**src/verilog/kbl_consts.svh**
```systemverilog
`ifndef KBL_CONSTS_SVH
`define KBL_CONSTS_SVH
`define KBL_WORD_BITS       9
`define KBL_DATA_BITS       8
`define KBL_STOP_POS        8
`define KBL_STOP_LEVEL      1'b1
`define KBL_STATE_BIT       7
`define KBL_KEY_MSB         6
`define KBL_FIFO_DEPTH      16
`define KBL_ACK_HOLD_NS     1000
`define KBL_CLK_PERIOD_NS   10
`define KBL_ACK_HOLD_CYC    ((`KBL_ACK_HOLD_NS + `KBL_CLK_PERIOD_NS - 1) / `KBL_CLK_PERIOD_NS)
`define KBL_HOLDOFF_LEVEL   12
`endif

```
**src/verilog/kbl_pkg.sv**
```systemverilog
`default_nettype none
package kbl_pkg;
  typedef struct packed {
    logic       closed;
    logic [6:0] key;
  } kbl_event_s;
  typedef enum logic [1:0] {
    KBL_IDLE = 2'b00,
    KBL_ACK  = 2'b01,
    KBL_REL  = 2'b10
  } kbl_state_e;
endpackage
`default_nettype wire

```
**src/verilog/kbl_fifo.sv**
```systemverilog
`timescale 1ns/1ps
`default_nettype none
module kbl_fifo #(
  parameter int WIDTH = 8,
  parameter int DEPTH = 16
) (
  input  wire logic             CLOCK_IN,
  input  wire logic             RESET_N_IN,
  input  wire logic             IN_VALID_IN,
  output logic                  IN_READY_OUT,
  input  wire logic [WIDTH-1:0] IN_DATA_IN,
  output logic                  OUT_VALID_OUT,
  input  wire logic             OUT_READY_IN,
  output logic [WIDTH-1:0]      OUT_DATA_OUT,
  output logic [$clog2(DEPTH):0] LEVEL_OUT
);
  localparam int AW = $clog2(DEPTH);
  initial begin
    if (DEPTH < 2 || (1 << AW) != DEPTH) $error("DEPTH must be a power of two");
  end
  logic [WIDTH-1:0] mem_r [DEPTH];
  logic [AW:0]      wr_r, wr_nxt, rd_r, rd_nxt;
  logic [WIDTH-1:0] dout_r, dout_nxt;
  logic             oval_r, oval_nxt;
  logic             push, pop, load;
  logic [AW:0]      count;

  // Output register counts as a slot in front of memory
  always_comb begin
    count         = wr_r - rd_r;
    IN_READY_OUT  = (count != (AW+1)'(DEPTH));
    push          = IN_VALID_IN && IN_READY_OUT;
    pop           = oval_r && OUT_READY_IN;
    load          = (count != '0) && (!oval_r || pop);
    wr_nxt        = push ? wr_r + 1'b1 : wr_r;
    rd_nxt        = load ? rd_r + 1'b1 : rd_r;
    dout_nxt      = load ? mem_r[rd_r[AW-1:0]] : dout_r;
    oval_nxt      = load ? 1'b1 : (pop ? 1'b0 : oval_r);
    OUT_VALID_OUT = oval_r;
    OUT_DATA_OUT  = dout_r;
    LEVEL_OUT     = count + {{AW{1'b0}}, oval_r};
  end

  always_ff @(posedge CLOCK_IN) begin
    if (push) begin
      mem_r[wr_r[AW-1:0]] <= IN_DATA_IN;
    end
  end

  always_ff @(posedge CLOCK_IN or negedge RESET_N_IN) begin
    if (!RESET_N_IN) begin
      wr_r   <= '0;
      rd_r   <= '0;
      dout_r <= '0;
      oval_r <= 1'b0;
    end else begin
      wr_r   <= wr_nxt;
      rd_r   <= rd_nxt;
      dout_r <= dout_nxt;
      oval_r <= oval_nxt;
    end
  end
endmodule // kbl_fifo
`default_nettype wire

```
**src/verilog/kbl_receiver.sv**
```systemverilog
// Summary of operation
// - Every link transfer is one nine-bit serial word; receiver frames on nine.
// - Ninth bit is a stop bit, a terminator, never data.
// - Top data bit decodes as key closed versus key open.
// - Low seven data bits are the key number, unencoded.
// - Three control lines; one carries word bits serially toward processor.
// - Processor answers on acknowledge line after taking each bit; code gives no acknowledge to a bad stop bit.
// - Hold-off state as the queue nears full lets processor finish without loss.
`timescale 1ns/1ps
`default_nettype none
`include "kbl_consts.svh"
module kbl_receiver
  import kbl_pkg::*;
#(
  parameter int FIFO_DEPTH   = `KBL_FIFO_DEPTH,
  parameter int HOLDOFF_LVL  = `KBL_HOLDOFF_LEVEL,
  parameter int ACK_HOLD_CYC = `KBL_ACK_HOLD_CYC
) (
  input  wire logic  CLOCK_IN,
  input  wire logic  RESET_N_IN,
  input  wire logic  KB_DATA_IN,
  input  wire logic  KB_READY_IN,
  output logic       KB_ACK_OUT,
  output logic       HOLDOFF_OUT,
  output logic       EVT_VALID_OUT,
  input  wire logic  EVT_READY_IN,
  output kbl_event_s EVT_OUT,
  output logic       FRAME_ERR_OUT,
  output logic       OVERRUN_OUT
);
  initial begin
    if (HOLDOFF_LVL < 1 || HOLDOFF_LVL > FIFO_DEPTH) $error("Bad HOLDOFF_LVL");
    if (ACK_HOLD_CYC < 1 || ACK_HOLD_CYC > 255) $error("Bad ACK_HOLD_CYC");
  end

  localparam int LW       = $clog2(FIFO_DEPTH) + 1;
  localparam int HW       = 8;
  localparam int NPIN     = 2;
  localparam int PIN_DATA = 0;
  localparam int PIN_RDY  = 1;

  initial begin
    if ((1 << (LW - 1)) != FIFO_DEPTH) $error("FIFO_DEPTH must be a power of two");
    if ($bits(kbl_event_s) != `KBL_DATA_BITS) $error("Event must fill the data byte");
    if (`KBL_STOP_POS != `KBL_WORD_BITS - 1) $error("Stop bit must close the word");
    if (`KBL_WORD_BITS > 15) $error("Bit counter too narrow for the word");
    if (`KBL_STATE_BIT != `KBL_DATA_BITS - 1) $error("State bit must be the top bit");
    if (`KBL_KEY_MSB != `KBL_STATE_BIT - 1) $error("Key field must sit below state");
  end

  ////////////////////////////////////////////////////////////////////////////
  // Decoding helpers

  function automatic kbl_event_s decode_byte(input logic [`KBL_DATA_BITS-1:0] b);
    kbl_event_s e;
    e.closed = b[`KBL_STATE_BIT];
    e.key    = b[`KBL_KEY_MSB:0];
    return e;
  endfunction

  // Word position that carries the stop bit
  function automatic logic at_stop(input logic [3:0] pos);
    return pos == 4'(`KBL_STOP_POS);
  endfunction

  // Stop bit at its defined level
  function automatic logic stop_good(input logic b);
    return b == `KBL_STOP_LEVEL;
  endfunction

  ////////////////////////////////////////////////////////////////////////////
  // Pin synchronisers, two stages per pin

  logic [NPIN-1:0] pin_raw;
  logic [NPIN-1:0] pin_meta_r;
  logic [NPIN-1:0] pin_sync_r;
  logic            data_s;
  logic            rdy_s;

  assign pin_raw[PIN_DATA] = KB_DATA_IN;
  assign pin_raw[PIN_RDY]  = KB_READY_IN;

  // Reset to the idle pin level, so no false ready
  generate
    for (genvar g = 0; g < NPIN; g++) begin : g_sync
      always_ff @(posedge CLOCK_IN or negedge RESET_N_IN) begin
        if (!RESET_N_IN) begin
          pin_meta_r[g] <= 1'b0;
          pin_sync_r[g] <= 1'b0;
        end else begin
          pin_meta_r[g] <= pin_raw[g];
          pin_sync_r[g] <= pin_meta_r[g];
        end
      end
    end
  endgenerate

  // Logic reads the second stage only
  assign data_s = pin_sync_r[PIN_DATA];
  assign rdy_s  = pin_sync_r[PIN_RDY];

  ////////////////////////////////////////////////////////////////////////////
  // State of the link side

  // Handshake
  kbl_state_e    st_r;
  kbl_state_e    st_nxt;
  logic [HW-1:0] hold_r;
  logic [HW-1:0] hold_nxt;
  logic          ack_r;
  logic          ack_nxt;

  // Word assembly
  logic [3:0]    bit_r;
  logic [3:0]    bit_nxt;
  logic [7:0]    sh_r;
  logic [7:0]    sh_nxt;

  // Status pulses and hold-off
  logic          ferr_r;
  logic          ferr_nxt;
  logic          ovr_r;
  logic          ovr_nxt;
  logic          holdoff_r;
  logic          holdoff_nxt;

  // Strobes and queue side
  logic          take_bit;
  logic          take_stop;
  logic          stop_ok;
  logic          push;
  kbl_event_s    push_data;
  logic          fifo_ready;
  logic [LW-1:0] level;

  // A bit is taken only from idle
  always_comb begin
    take_bit  = (st_r == KBL_IDLE) && rdy_s;
    take_stop = take_bit && at_stop(bit_r);
    // Level check matters only with take_stop
    stop_ok   = stop_good(data_s);
  end

  ////////////////////////////////////////////////////////////////////////////
  // Bit handshake
  // Ack stands ACK_HOLD_CYC cycles at least, then until ready drops

  always_comb begin
    st_nxt   = st_r;
    hold_nxt = hold_r;
    ack_nxt  = ack_r;
    unique case (st_r)
      KBL_IDLE: begin
        if (take_bit) begin
          if (take_stop && !stop_ok) begin
            // No acknowledge; keyboard times out and resends
            st_nxt = KBL_REL;
          end else begin
            ack_nxt  = 1'b1;
            hold_nxt = HW'(ACK_HOLD_CYC);
            st_nxt   = KBL_ACK;
          end
        end
      end
      KBL_ACK: begin
        // Minimum hold counts down first
        if (hold_r != '0) begin
          hold_nxt = hold_r - HW'(1);
        end else if (!rdy_s) begin
          ack_nxt = 1'b0;
          st_nxt  = KBL_IDLE;
        end
      end
      KBL_REL: begin
        // Wait for ready to fall before the resend
        if (!rdy_s) begin
          st_nxt = KBL_IDLE;
        end
      end
      default: begin
        ack_nxt = 1'b0;
        st_nxt  = KBL_IDLE;
      end
    endcase
  end

  // Handshake registers
  always_ff @(posedge CLOCK_IN or negedge RESET_N_IN) begin
    if (!RESET_N_IN) begin
      st_r   <= KBL_IDLE;
      hold_r <= '0;
      ack_r  <= 1'b0;
    end else begin
      st_r   <= st_nxt;
      hold_r <= hold_nxt;
      ack_r  <= ack_nxt;
    end
  end

  ////////////////////////////////////////////////////////////////////////////
  // Word assembly, least significant bit first

  always_comb begin
    bit_nxt = bit_r;
    sh_nxt  = sh_r;
    // Counter restarts on any stop, good or bad
    if (take_stop) begin
      bit_nxt = 4'h0;
    end else if (take_bit) begin
      sh_nxt  = {data_s, sh_r[7:1]};
      bit_nxt = bit_r + 4'h1;
    end
  end

  // Assembly registers
  always_ff @(posedge CLOCK_IN or negedge RESET_N_IN) begin
    if (!RESET_N_IN) begin
      bit_r <= 4'h0;
      sh_r  <= 8'h0;
    end else begin
      bit_r <= bit_nxt;
      sh_r  <= sh_nxt;
    end
  end

  ////////////////////////////////////////////////////////////////////////////
  // Event hand-off and status pulses

  always_comb begin
    push      = take_stop && stop_ok;
    push_data = decode_byte(sh_r);
    // Bad stop: word discarded
    ferr_nxt  = take_stop && !stop_ok;
    // Full queue: word still acknowledged, then dropped
    ovr_nxt   = push && !fifo_ready;
  end

  // Status registers
  always_ff @(posedge CLOCK_IN or negedge RESET_N_IN) begin
    if (!RESET_N_IN) begin
      ferr_r <= 1'b0;
      ovr_r  <= 1'b0;
    end else begin
      ferr_r <= ferr_nxt;
      ovr_r  <= ovr_nxt;
    end
  end

  ////////////////////////////////////////////////////////////////////////////
  // Hold-off while the queue is nearly full

  always_comb begin
    holdoff_nxt = (level >= LW'(HOLDOFF_LVL));
  end

  // Hold-off register
  always_ff @(posedge CLOCK_IN or negedge RESET_N_IN) begin
    if (!RESET_N_IN) begin
      holdoff_r <= 1'b0;
    end else begin
      holdoff_r <= holdoff_nxt;
    end
  end

  ////////////////////////////////////////////////////////////////////////////
  // Event queue
  // Holds events until the consumer takes them

  kbl_fifo #(
    .WIDTH ($bits(kbl_event_s)),
    .DEPTH (FIFO_DEPTH)
  ) u_fifo (
    .CLOCK_IN      (CLOCK_IN),
    .RESET_N_IN    (RESET_N_IN),
    .IN_VALID_IN   (push),
    .IN_READY_OUT  (fifo_ready),
    .IN_DATA_IN    (push_data),
    .OUT_VALID_OUT (EVT_VALID_OUT),
    .OUT_READY_IN  (EVT_READY_IN),
    .OUT_DATA_OUT  (EVT_OUT),
    .LEVEL_OUT     (level)
  );


  ////////////////////////////////////////////////////////////////////////////
  // Outputs

  // Link side
  assign KB_ACK_OUT    = ack_r;
  assign HOLDOFF_OUT   = holdoff_r;

  // Status side
  assign FRAME_ERR_OUT = ferr_r;
  assign OVERRUN_OUT   = ovr_r;
endmodule // kbl_receiver
`default_nettype wire

```
**config.mk**
```make
export PLATFORM = sky130hd
export DESIGN_NAME = kbl_receiver
export DESIGN_NICKNAME = d
export VERILOG_FILES = /design/src/verilog/kbl_pkg.sv /design/src/verilog/kbl_fifo.sv /design/src/verilog/kbl_receiver.sv
export VERILOG_INCLUDE_DIRS = /design/src /design/src/verilog
export SDC_FILE = /design/constraint.sdc
export NUM_CORES = 1
export LEC_CHECK = 0
export BUFFER_PORTS_ARGS = -buffer_cell sky130_fd_sc_hd__buf_2
export CAP_MARGIN = 20
export CORE_UTILIZATION = 65
export DETAILED_ROUTE_END_ITERATION = 7
export GPL_ROUTABILITY_DRIVEN = 0
export PLACE_DENSITY = 0.82
export SLEW_MARGIN = 15
export SYNTH_ARGS = -nofsm -noshare
export SYNTH_HDL_FRONTEND = slang
export SYNTH_HIERARCHICAL = 1
export SYNTH_SLANG_ARGS = --single-unit
```
**constraint.sdc**
```tcl
create_clock -name CLOCK_IN -period 6.99 [get_ports CLOCK_IN]
set_input_delay 1.0485 -clock CLOCK_IN [delete_from_list [all_inputs] [get_ports CLOCK_IN]]
set_output_delay 1.0485 -clock CLOCK_IN [all_outputs]
set_load 0.01 [all_outputs]
```
==> results.yml, run 1 <==
routing:
  viasPerCell: 6.72
  first_iter_violations: 397
  m1WireLength_mm: 6.29
  wl_met2_mm: 7.90
  drt_wl_total_mm: 15.8
  highest_layer: "met4"
  avgRoutedWirePerCell_um: 25.0
  vias: 4249
  dr.pass1.iters: 5
  drc: 0
  met3_length_mm: 1.21
  ant_nets: 0
grt:
  grt_max_degree: 50
  grt_pass1_vias: 4143
  grt_overflow: 0
  grt_pass1_wl_mm: 24.0
  antenna_found_initial: 0
  track_usage: 0.293
sta:
  hold_viol: 0
  fin_skew_ns: 0.0100
  drv_slew: 0
  setup_violations: 0
  slew_headroom: 0.503
  worst_pin_slew_ns: 0.745
  period_share: 0.536
  period_needed_ns: 3.75
  fmax_ghz: 0.267
  rsz0062_at_grt: "no"
  tns_ns: 0
worst_setup_path:
  arrival_ns: 3.83
  critical_path_buf_inv_count: 2
  crit_required_ns: 7.07
  crit_start: "u_fifo/rd_r[0]$_DFFE_PN0P_"
  reg2reg_to: "u_fifo/mem_r[14][1]$_DFFE_PP_"
  cp_slowest_cell: "nor2b_2"
  rr_startpoint: "u_fifo/rd_r[0]$_DFFE_PN0P_"
  rrSetupSlack_ns: 3.24
  slowest_delay_ns: 0.55
  crit_fanout: 36
  crit_path_start_kind: "register"
  path_cells: "buf_4, ha_1, inv_1, fa_1, xor2_1, a211o_1, a211oi_4, nor2b_2, and3_1"
  criticalPathCategory: "reg -> reg"
  crit_family: "simple AND/OR/NAND/NOR gates"
  cp-end-kind: "register"
  rr_worst_depth: 9
finish:
  n_antenna_cell: 0
  n_fill_cell: 652
  layout-drive-gt1-share: 0.231
  area_delta_synth_final_pct: 10.6
  nets: 500
clock_network:
  clkSlewWorstSetupHoldPaths_ns: 0.06
  cts_buffer_depth: 2
  clock-sinks: 177
  clk_latency_ns: 0.43
  ctsHoldBuffers: 0
  post_cts_buffers: 0
  cts_tree: "done"
  cts-buffers-inserted: 17
  ctsRootBufferMaster: "clkbuf_16"
  cts_resized: 0
  cts-htree-levels: 4
yosys:
  synthAdderAreaFrac: 0.0324
  yosysUniqueCellTypes: 59
  synth_edf_count: 128
  synth-main-ff-cell: "edfxtp_1"
  syn_inst: 449
  yosysSeqAreaShare: 0.670
  synth_xor_area_frac: 0.0195
  async_flop_share: 0.277
  synth_top_family_by_area: "multiplexers"
  syn_avg_cell_area_um2: 16.9
  syn-cell-area_um2: 7570
  syn-num-nets: 473
  synth-compound-area-share: 0.0514
  synthSimpleGateAreaFrac: 0.0760
  yosys_warnings: 6
  ys_seq_elements: 177
  muxShareOfSynthArea: 0.129
min_path:
  min_to: "rdy_s$_DFF_PN0_"
  min_path_cells: 0
  holdCritStartpoint: "pin_meta_r[1]$_DFF_PN0_"
  min_path_type: "reg -> reg"
floorplan:
  start_util: 0.666
  die_w_um: 110
  dieArea_um2: 12100
  ios: 18
  rows: 39
  fp.dieH_um: 110
  core_um2: 11400
place:
  dp_hpwl_mm: 10.0
  port_buffers: 17
outcome:
  status: "completed"
pwr:
  ir_worst_vdd_mv: 0.438
  power.total_mw: 3.67
  p_per_area_nw_per_um2: 438
  cellLeakagePower_nw: 3.11
flow_run:
  maxCapViolations: 0
==> report_power, final <==
group | switching [mW] | total, mW | internal [mW]
Combinational | 0.587 | 1.11 | 0.522
Sequential | 0.228 | 1.59 | 1.36
Clock | 0.378 | 0.973 | 0.595
Total | 1.19 | 3.67 | 2.48
==> cells in the mapped netlist, types with 4 or more instances <==
cell,instances,area (um2)
edfxtp_1,128,3840
dfrtp_1,49,1230
mux4_2,32,721
nand2_1,20,75.1
ha_1,18,225
inv_1,17,63.8
a22oi_1,16,120
nor2_1,16,60.1
and3_1,14,87.6
mux2_2,10,113
o21ai_0,10,50.1
nand3_1,9,45.0
a21oi_1,8,40.0
mux2_4,8,120
xor2_1,8,70.1
xnor2_1,7,61.3
nor3_1,6,30.0
and2_1,4,25.0
buf_6,4,45.0
nand4_1,4,25.0
==> cells in the final DEF, fill, tap and decap left out, drive strengths merged, types with 3 or more instances in the layout <==
cell type,synthesis,final
xnor2,8,8
and2,4,4
clkinvlp,0,4
inv,18,18
edfxtp,128,128
nor4,4,4
nand2,21,21
xor2,8,8
nor2,16,16
mux4,32,32
a21o,3,3
clkbuf,3,21
and3,14,14
clkinv,0,3
o211ai,3,3
ha,18,18
bufinv,0,4
dfrtp,49,49
a21oi,8,8
nand4,4,4
nor2b,4,4
or3,3,3
a22oi,16,16
nand3,9,9
nand3b,3,3
mux2,20,20
buf,11,22
nor3b,3,3
o21ai,11,11
nor3,6,6
==> registers in the layout, indices dropped and copies added (netlist names), 2 cells and up <==
signal,count
bit_r,4
hold_r,8
pin_meta_r,2
push_data,8
st_r,2
u_fifo/OUT_DATA_OUT,8
u_fifo/mem_r,128
u_fifo/rd_r,5
u_fifo/wr_r,5
==> final cells by class <==
| type | instances | area, um2 | share of cell area |
|---|---|---|---|
| Clock inverter | 11 | 164 | 0.0196 |
| Clock buffer | 21 | 440 | 0.0526 |
| Multi-Input combinational cell | 240 | 2330 | 0.279 |
| Timing Repair Buffer | 22 | 123 | 0.0146 |
| Tap cell | 143 | 179 | 0.0214 |
| Sequential cell | 177 | 5070 | 0.605 |
| Inverter | 18 | 67.6 | 0.00806 |
==> worst reg2reg max path, delay by kind of cell (launching register included) <==
family                   cells  cell delay (ns)
adder cells (fa/ha/maj)      2             0.76
XOR/XNOR                     1             0.29
flip-flops                   1             0.34
AND/OR/NAND/NOR              2             1.08
AO/OA/AOI/OAI                2             0.34
buffers and inverters        2             0.59
==> worst max-delay path by stage <==
stage	cells past startpoint	endpoint
after floorplan	8	u_fifo/mem_r[3][0]$_DFFE_PP_
after global placement	9	u_fifo/mem_r[12][0]$_DFFE_PP_
after detailed placement	9	u_fifo/mem_r[12][1]$_DFFE_PP_
after CTS	9	u_fifo/mem_r[2][5]$_DFFE_PP_
after global routing	9	u_fifo/mem_r[2][5]$_DFFE_PP_
final	9	u_fifo/mem_r[14][1]$_DFFE_PP_
==> metrics by stage <==
stage | setup WS [ns] | cell area, um2 | hold slack [ns] | util | instances
after floorplan | 3.79 | 7570 | 0.331 | - | 449
after global placement | 3.38 | 7770 | 0.333 | 0.684 | 600
after detailed placement | 3.30 | 7770 | 0.337 | 0.684 | 600
after CTS | 3.27 | 8380 | 0.351 | 0.737 | 632
after global routing | 3.05 | 8380 | 0.356 | 0.737 | 632
final | 3.24 | 8380 | 0.349 | 0.737 | 632
==> cells by family after synthesis <==
kind of cell / Yosys count
buffers and inverters: 32
muxes: 52
xor gates and xnor gates: 16
AOI/OAI and AO/OA: 54
DFF: 177
and+or+nand+nor: 99
adders and majority gates: 19
==> routing by layer <==
layer | up-vias | track usage
met5 | - | 0
met4 | 0 | 0.131
met3 | 34 | 0.0824
met2 | 232 | 0.455
met1 | 2177 | 0.387
li1 | 1806 | -
(Power assumes the default switching activity.)
==> run 2, diff against run 1 <==
--- a/config.mk
+++ b/config.mk
@@ -6,12 +6,13 @@
 export SDC_FILE = /design/constraint.sdc
 export NUM_CORES = 1
 export LEC_CHECK = 0
+export ABC_AREA = 1
 export BUFFER_PORTS_ARGS = -buffer_cell sky130_fd_sc_hd__buf_2
 export CAP_MARGIN = 20
-export CORE_UTILIZATION = 65
+export CORE_UTILIZATION = 63
 export DETAILED_ROUTE_END_ITERATION = 7
 export GPL_ROUTABILITY_DRIVEN = 0
-export PLACE_DENSITY = 0.82
+export PLACE_DENSITY = 0.8
 export SLEW_MARGIN = 15
 export SYNTH_ARGS = -nofsm -noshare
 export SYNTH_HDL_FRONTEND = slang
==> constraint.sdc (replaced) <==
create_clock -name CLOCK_IN -period 3.65 [get_ports CLOCK_IN]
set_input_delay 0.5475 -clock CLOCK_IN [delete_from_list [all_inputs] [get_ports CLOCK_IN]]
set_output_delay 0.5475 -clock CLOCK_IN [all_outputs]
set_load 0.01 [all_outputs]
==> run 2 against run 1 <==
Compared with the run above:
- synthesized cell count up 96%
- core utilization is 2.2 points lower
- combinational power grew 100%
- clock skew is 0.0037 ns lower
- clock-buffer cell count rose by 1
- first-iteration DRC count is 110% higher
- via count is 46% higher
- sequential share of layout area decreased by 5.0 points
- critical endpoint is now u_fifo/mem_r[13][2]$_DFFE_PP_
- largest cell class unchanged
==> results.yml, run 2 <==
outcome:
  status: "completed"
place:
  placedCellCount: 1045
  dp_slack_ns: 0.494
  port_buffers: 17
  dp_hpwl_mm: 12.1
worst_setup_path:
  crit_start: "u_fifo/rd_r[2]$_DFFE_PN0P_"
  crit_fanout: 17
  cpMostUsedCell: "nand2_4"
  slowest_delay_ns: 0.62
  crit_family: "simple AND/OR/NAND/NOR gates"
  arrival_ns: 3.33
  path_cells: "clkinv_1, ha_1, a21oi_2, nand2_1, nand2_2, nand2_4, nand3_4, nand2_4, nor2_1"
  rr_startpoint: "u_fifo/rd_r[2]$_DFFE_PN0P_"
  cp-end-kind: "register"
  crit_required_ns: 3.72
  crit_path_start_kind: "register"
  criticalPathCategory: "reg -> reg"
  cp_slowest_cell: "dfrtp_1"
  critical_path_buf_inv_count: 1
pwr:
  power.total_mw: 7.21
  cellLeakagePower_nw: 4.12
  p_per_area_nw_per_um2: 790
  ir_worst_vdd_mv: 0.419
clock_network:
  cts_resized: 0
  clock-sinks: 177
  ctsRootBufferMaster: "clkbuf_16"
  ctsHoldBuffers: 0
  clk_latency_ns: 0.44
  clkSlewWorstSetupHoldPaths_ns: 0.06
  cts_tree: "done"
  cts-buffers-inserted: 17
  cts_buffer_depth: 2
  cts-htree-levels: 4
  post_cts_buffers: 0
yosys:
  synth_top_family_by_area: "simple AND/OR/NAND/NOR gates"
  async_flop_share: 0.277
  synth.most_common_cell: "nand2_1"
  synth_edf_count: 128
  synthSimpleGateAreaFrac: 0.253
  yosysSeqAreaShare: 0.607
  muxShareOfSynthArea: 0
  synth_xor_area_frac: 0.0115
  syn-cell-area_um2: 8350
  syn_avg_cell_area_um2: 9.48
  syn-num-nets: 904
  synthTopCellsByArea: "edfxtp_1 46%, dfrtp_1 15%, nand2_1 14%"
  synth_top_area_cell: "edfxtp_1"
  netlist.area_leader.share: 0.461
  synthAdderAreaFrac: 0.0294
  syn_inst: 880
  synth-main-ff-cell: "edfxtp_1"
  synth-compound-area-share: 0.0252
  ys_seq_elements: 177
  yosys_warnings: 6
  synth_common_cells: "319 x nand2_1, 128 x edfxtp_1, 113 x inv_1, 87 x nand3_1"
  yosysUniqueCellTypes: 35
floorplan:
  fp.dieH_um: 117
  start_util: 0.653
  core_um2: 12800
  die_w_um: 117
  ios: 18
  rows: 41
  dieArea_um2: 13700
grt:
  track_usage: 0.294
  grt_pass1_vias: 5582
  antenna_found_initial: 0
  grt_overflow: 0
  grt_pass1_wl_mm: 28.6
  grt_max_degree: 69
finish:
  nets: 916
  largest_reg_flops: 128
  n_fill_cell: 855
  layout_commonest_cell: "nand2_1"
  area_delta_synth_final_pct: 9.46
  n_antenna_cell: 0
  final_cells: 1077
  layout-drive-gt1-share: 0.101
  layout_common_cells: "319 x nand2_1, 128 x edfxtp_1, 113 x inv_1"
sta:
  hold_viol: 0
  fin_skew_ns: 0.00635
  drv_slew: 0
  rsz0062_at_grt: "no"
  period_share: 0.893
  worst_pin_slew_ns: 1.03
  setup_violations: 0
  fmax_ghz: 0.307
  slew_headroom: 0.315
  tns_ns: 0
  period_needed_ns: 3.26
  fin_ws_ns: 0.390
  hold_ws_ns: 0.183
routing:
  dr.pass1.iters: 6
  first_iter_violations: 844
  viasPerCell: 5.74
  drt_wl_total_mm: 18.8
  avgRoutedWirePerCell_um: 17.5
  vias: 6186
  ant_nets: 0
  drc: 0
flow_run:
  maxCapViolations: 0
min_path:
  min_path_type: "in -> async"
-- run 2: routing by layer --
metal,share of wire,track usage,up-vias
met3,0.090,0.0654,64
met1,0.39,0.367,2929
li1,-,-,2833
met5,0,0,-
met2,0.48,0.481,360
met4,0.036,0.161,0
-- run 2: worst reg2reg max path, stage by stage, from the launching register on --
cell	delay, ns
dfrtp_1	0.62
clkinv_1	0.34
ha_1	0.44
a21oi_2	0.21
nand2_1	0.12
nand2_2	0.11
nand2_4	0.09
nand3_4	0.15
nand2_4	0.21
nor2_1	0.62
-- run 2: worst paths after layout --
kind / endpoint / slack (ns) / cells after the start
max reg2reg: u_fifo/mem_r[13][2]$_DFFE_PP_ / 0.39 / 9
max in group asynchronous: push_data[7]$_DFFE_PN0P_ / 2.73 / 2
min in group CLOCK_IN: pin_meta_r[0]$_DFF_PN0_ / 0.21 / 1
max: u_fifo/mem_r[13][2]$_DFFE_PP_ / 0.39 / 9
min: u_fifo/OUT_DATA_OUT[3]$_DFFE_PN0P_ / 0.18 / 1
min reg2reg: rdy_s$_DFF_PN0_ / 0.35 / 0
-- run 2: kinds of logic after synthesis --
group,count (synthesis)
adder cells (fa/ha/maj),19
flip-flops,177
AO/OA/AOI/OAI,37
AND/OR/NAND/NOR,489
XOR/XNOR,11
buffers and inverters,147
-- run 2: area by class of cell --
cell class,count,area [um2],area share
repair buffers,20,108,0.0118
well taps,172,215,0.0236
clock inverters,10,156,0.0171
inverters,120,452,0.0494
multi-input cells,556,2660,0.291
clock buffers,22,474,0.0519
flip-flops and latches,177,5070,0.555
-- run 2: through the flow --
| stage | instance area, um2 | util |
|---|---|---|
| 2_1_floorplan | 8350 | - |
| 3_3_place_gp | 8510 | 0.666 |
| 3_5_place_dp | 8510 | 0.666 |
| 4_1_cts | 9140 | 0.715 |
| 5_1_grt | 9140 | 0.715 |
| 6_report | 9140 | 0.715 |
-- run 2: where the power goes --
group	switching, mW	total (mW)	internal (mW)
registers	0.454	3.02	2.57
logic	1.55	2.27	0.720
clock network	0.722	1.92	1.19
total	2.73	7.21	4.49
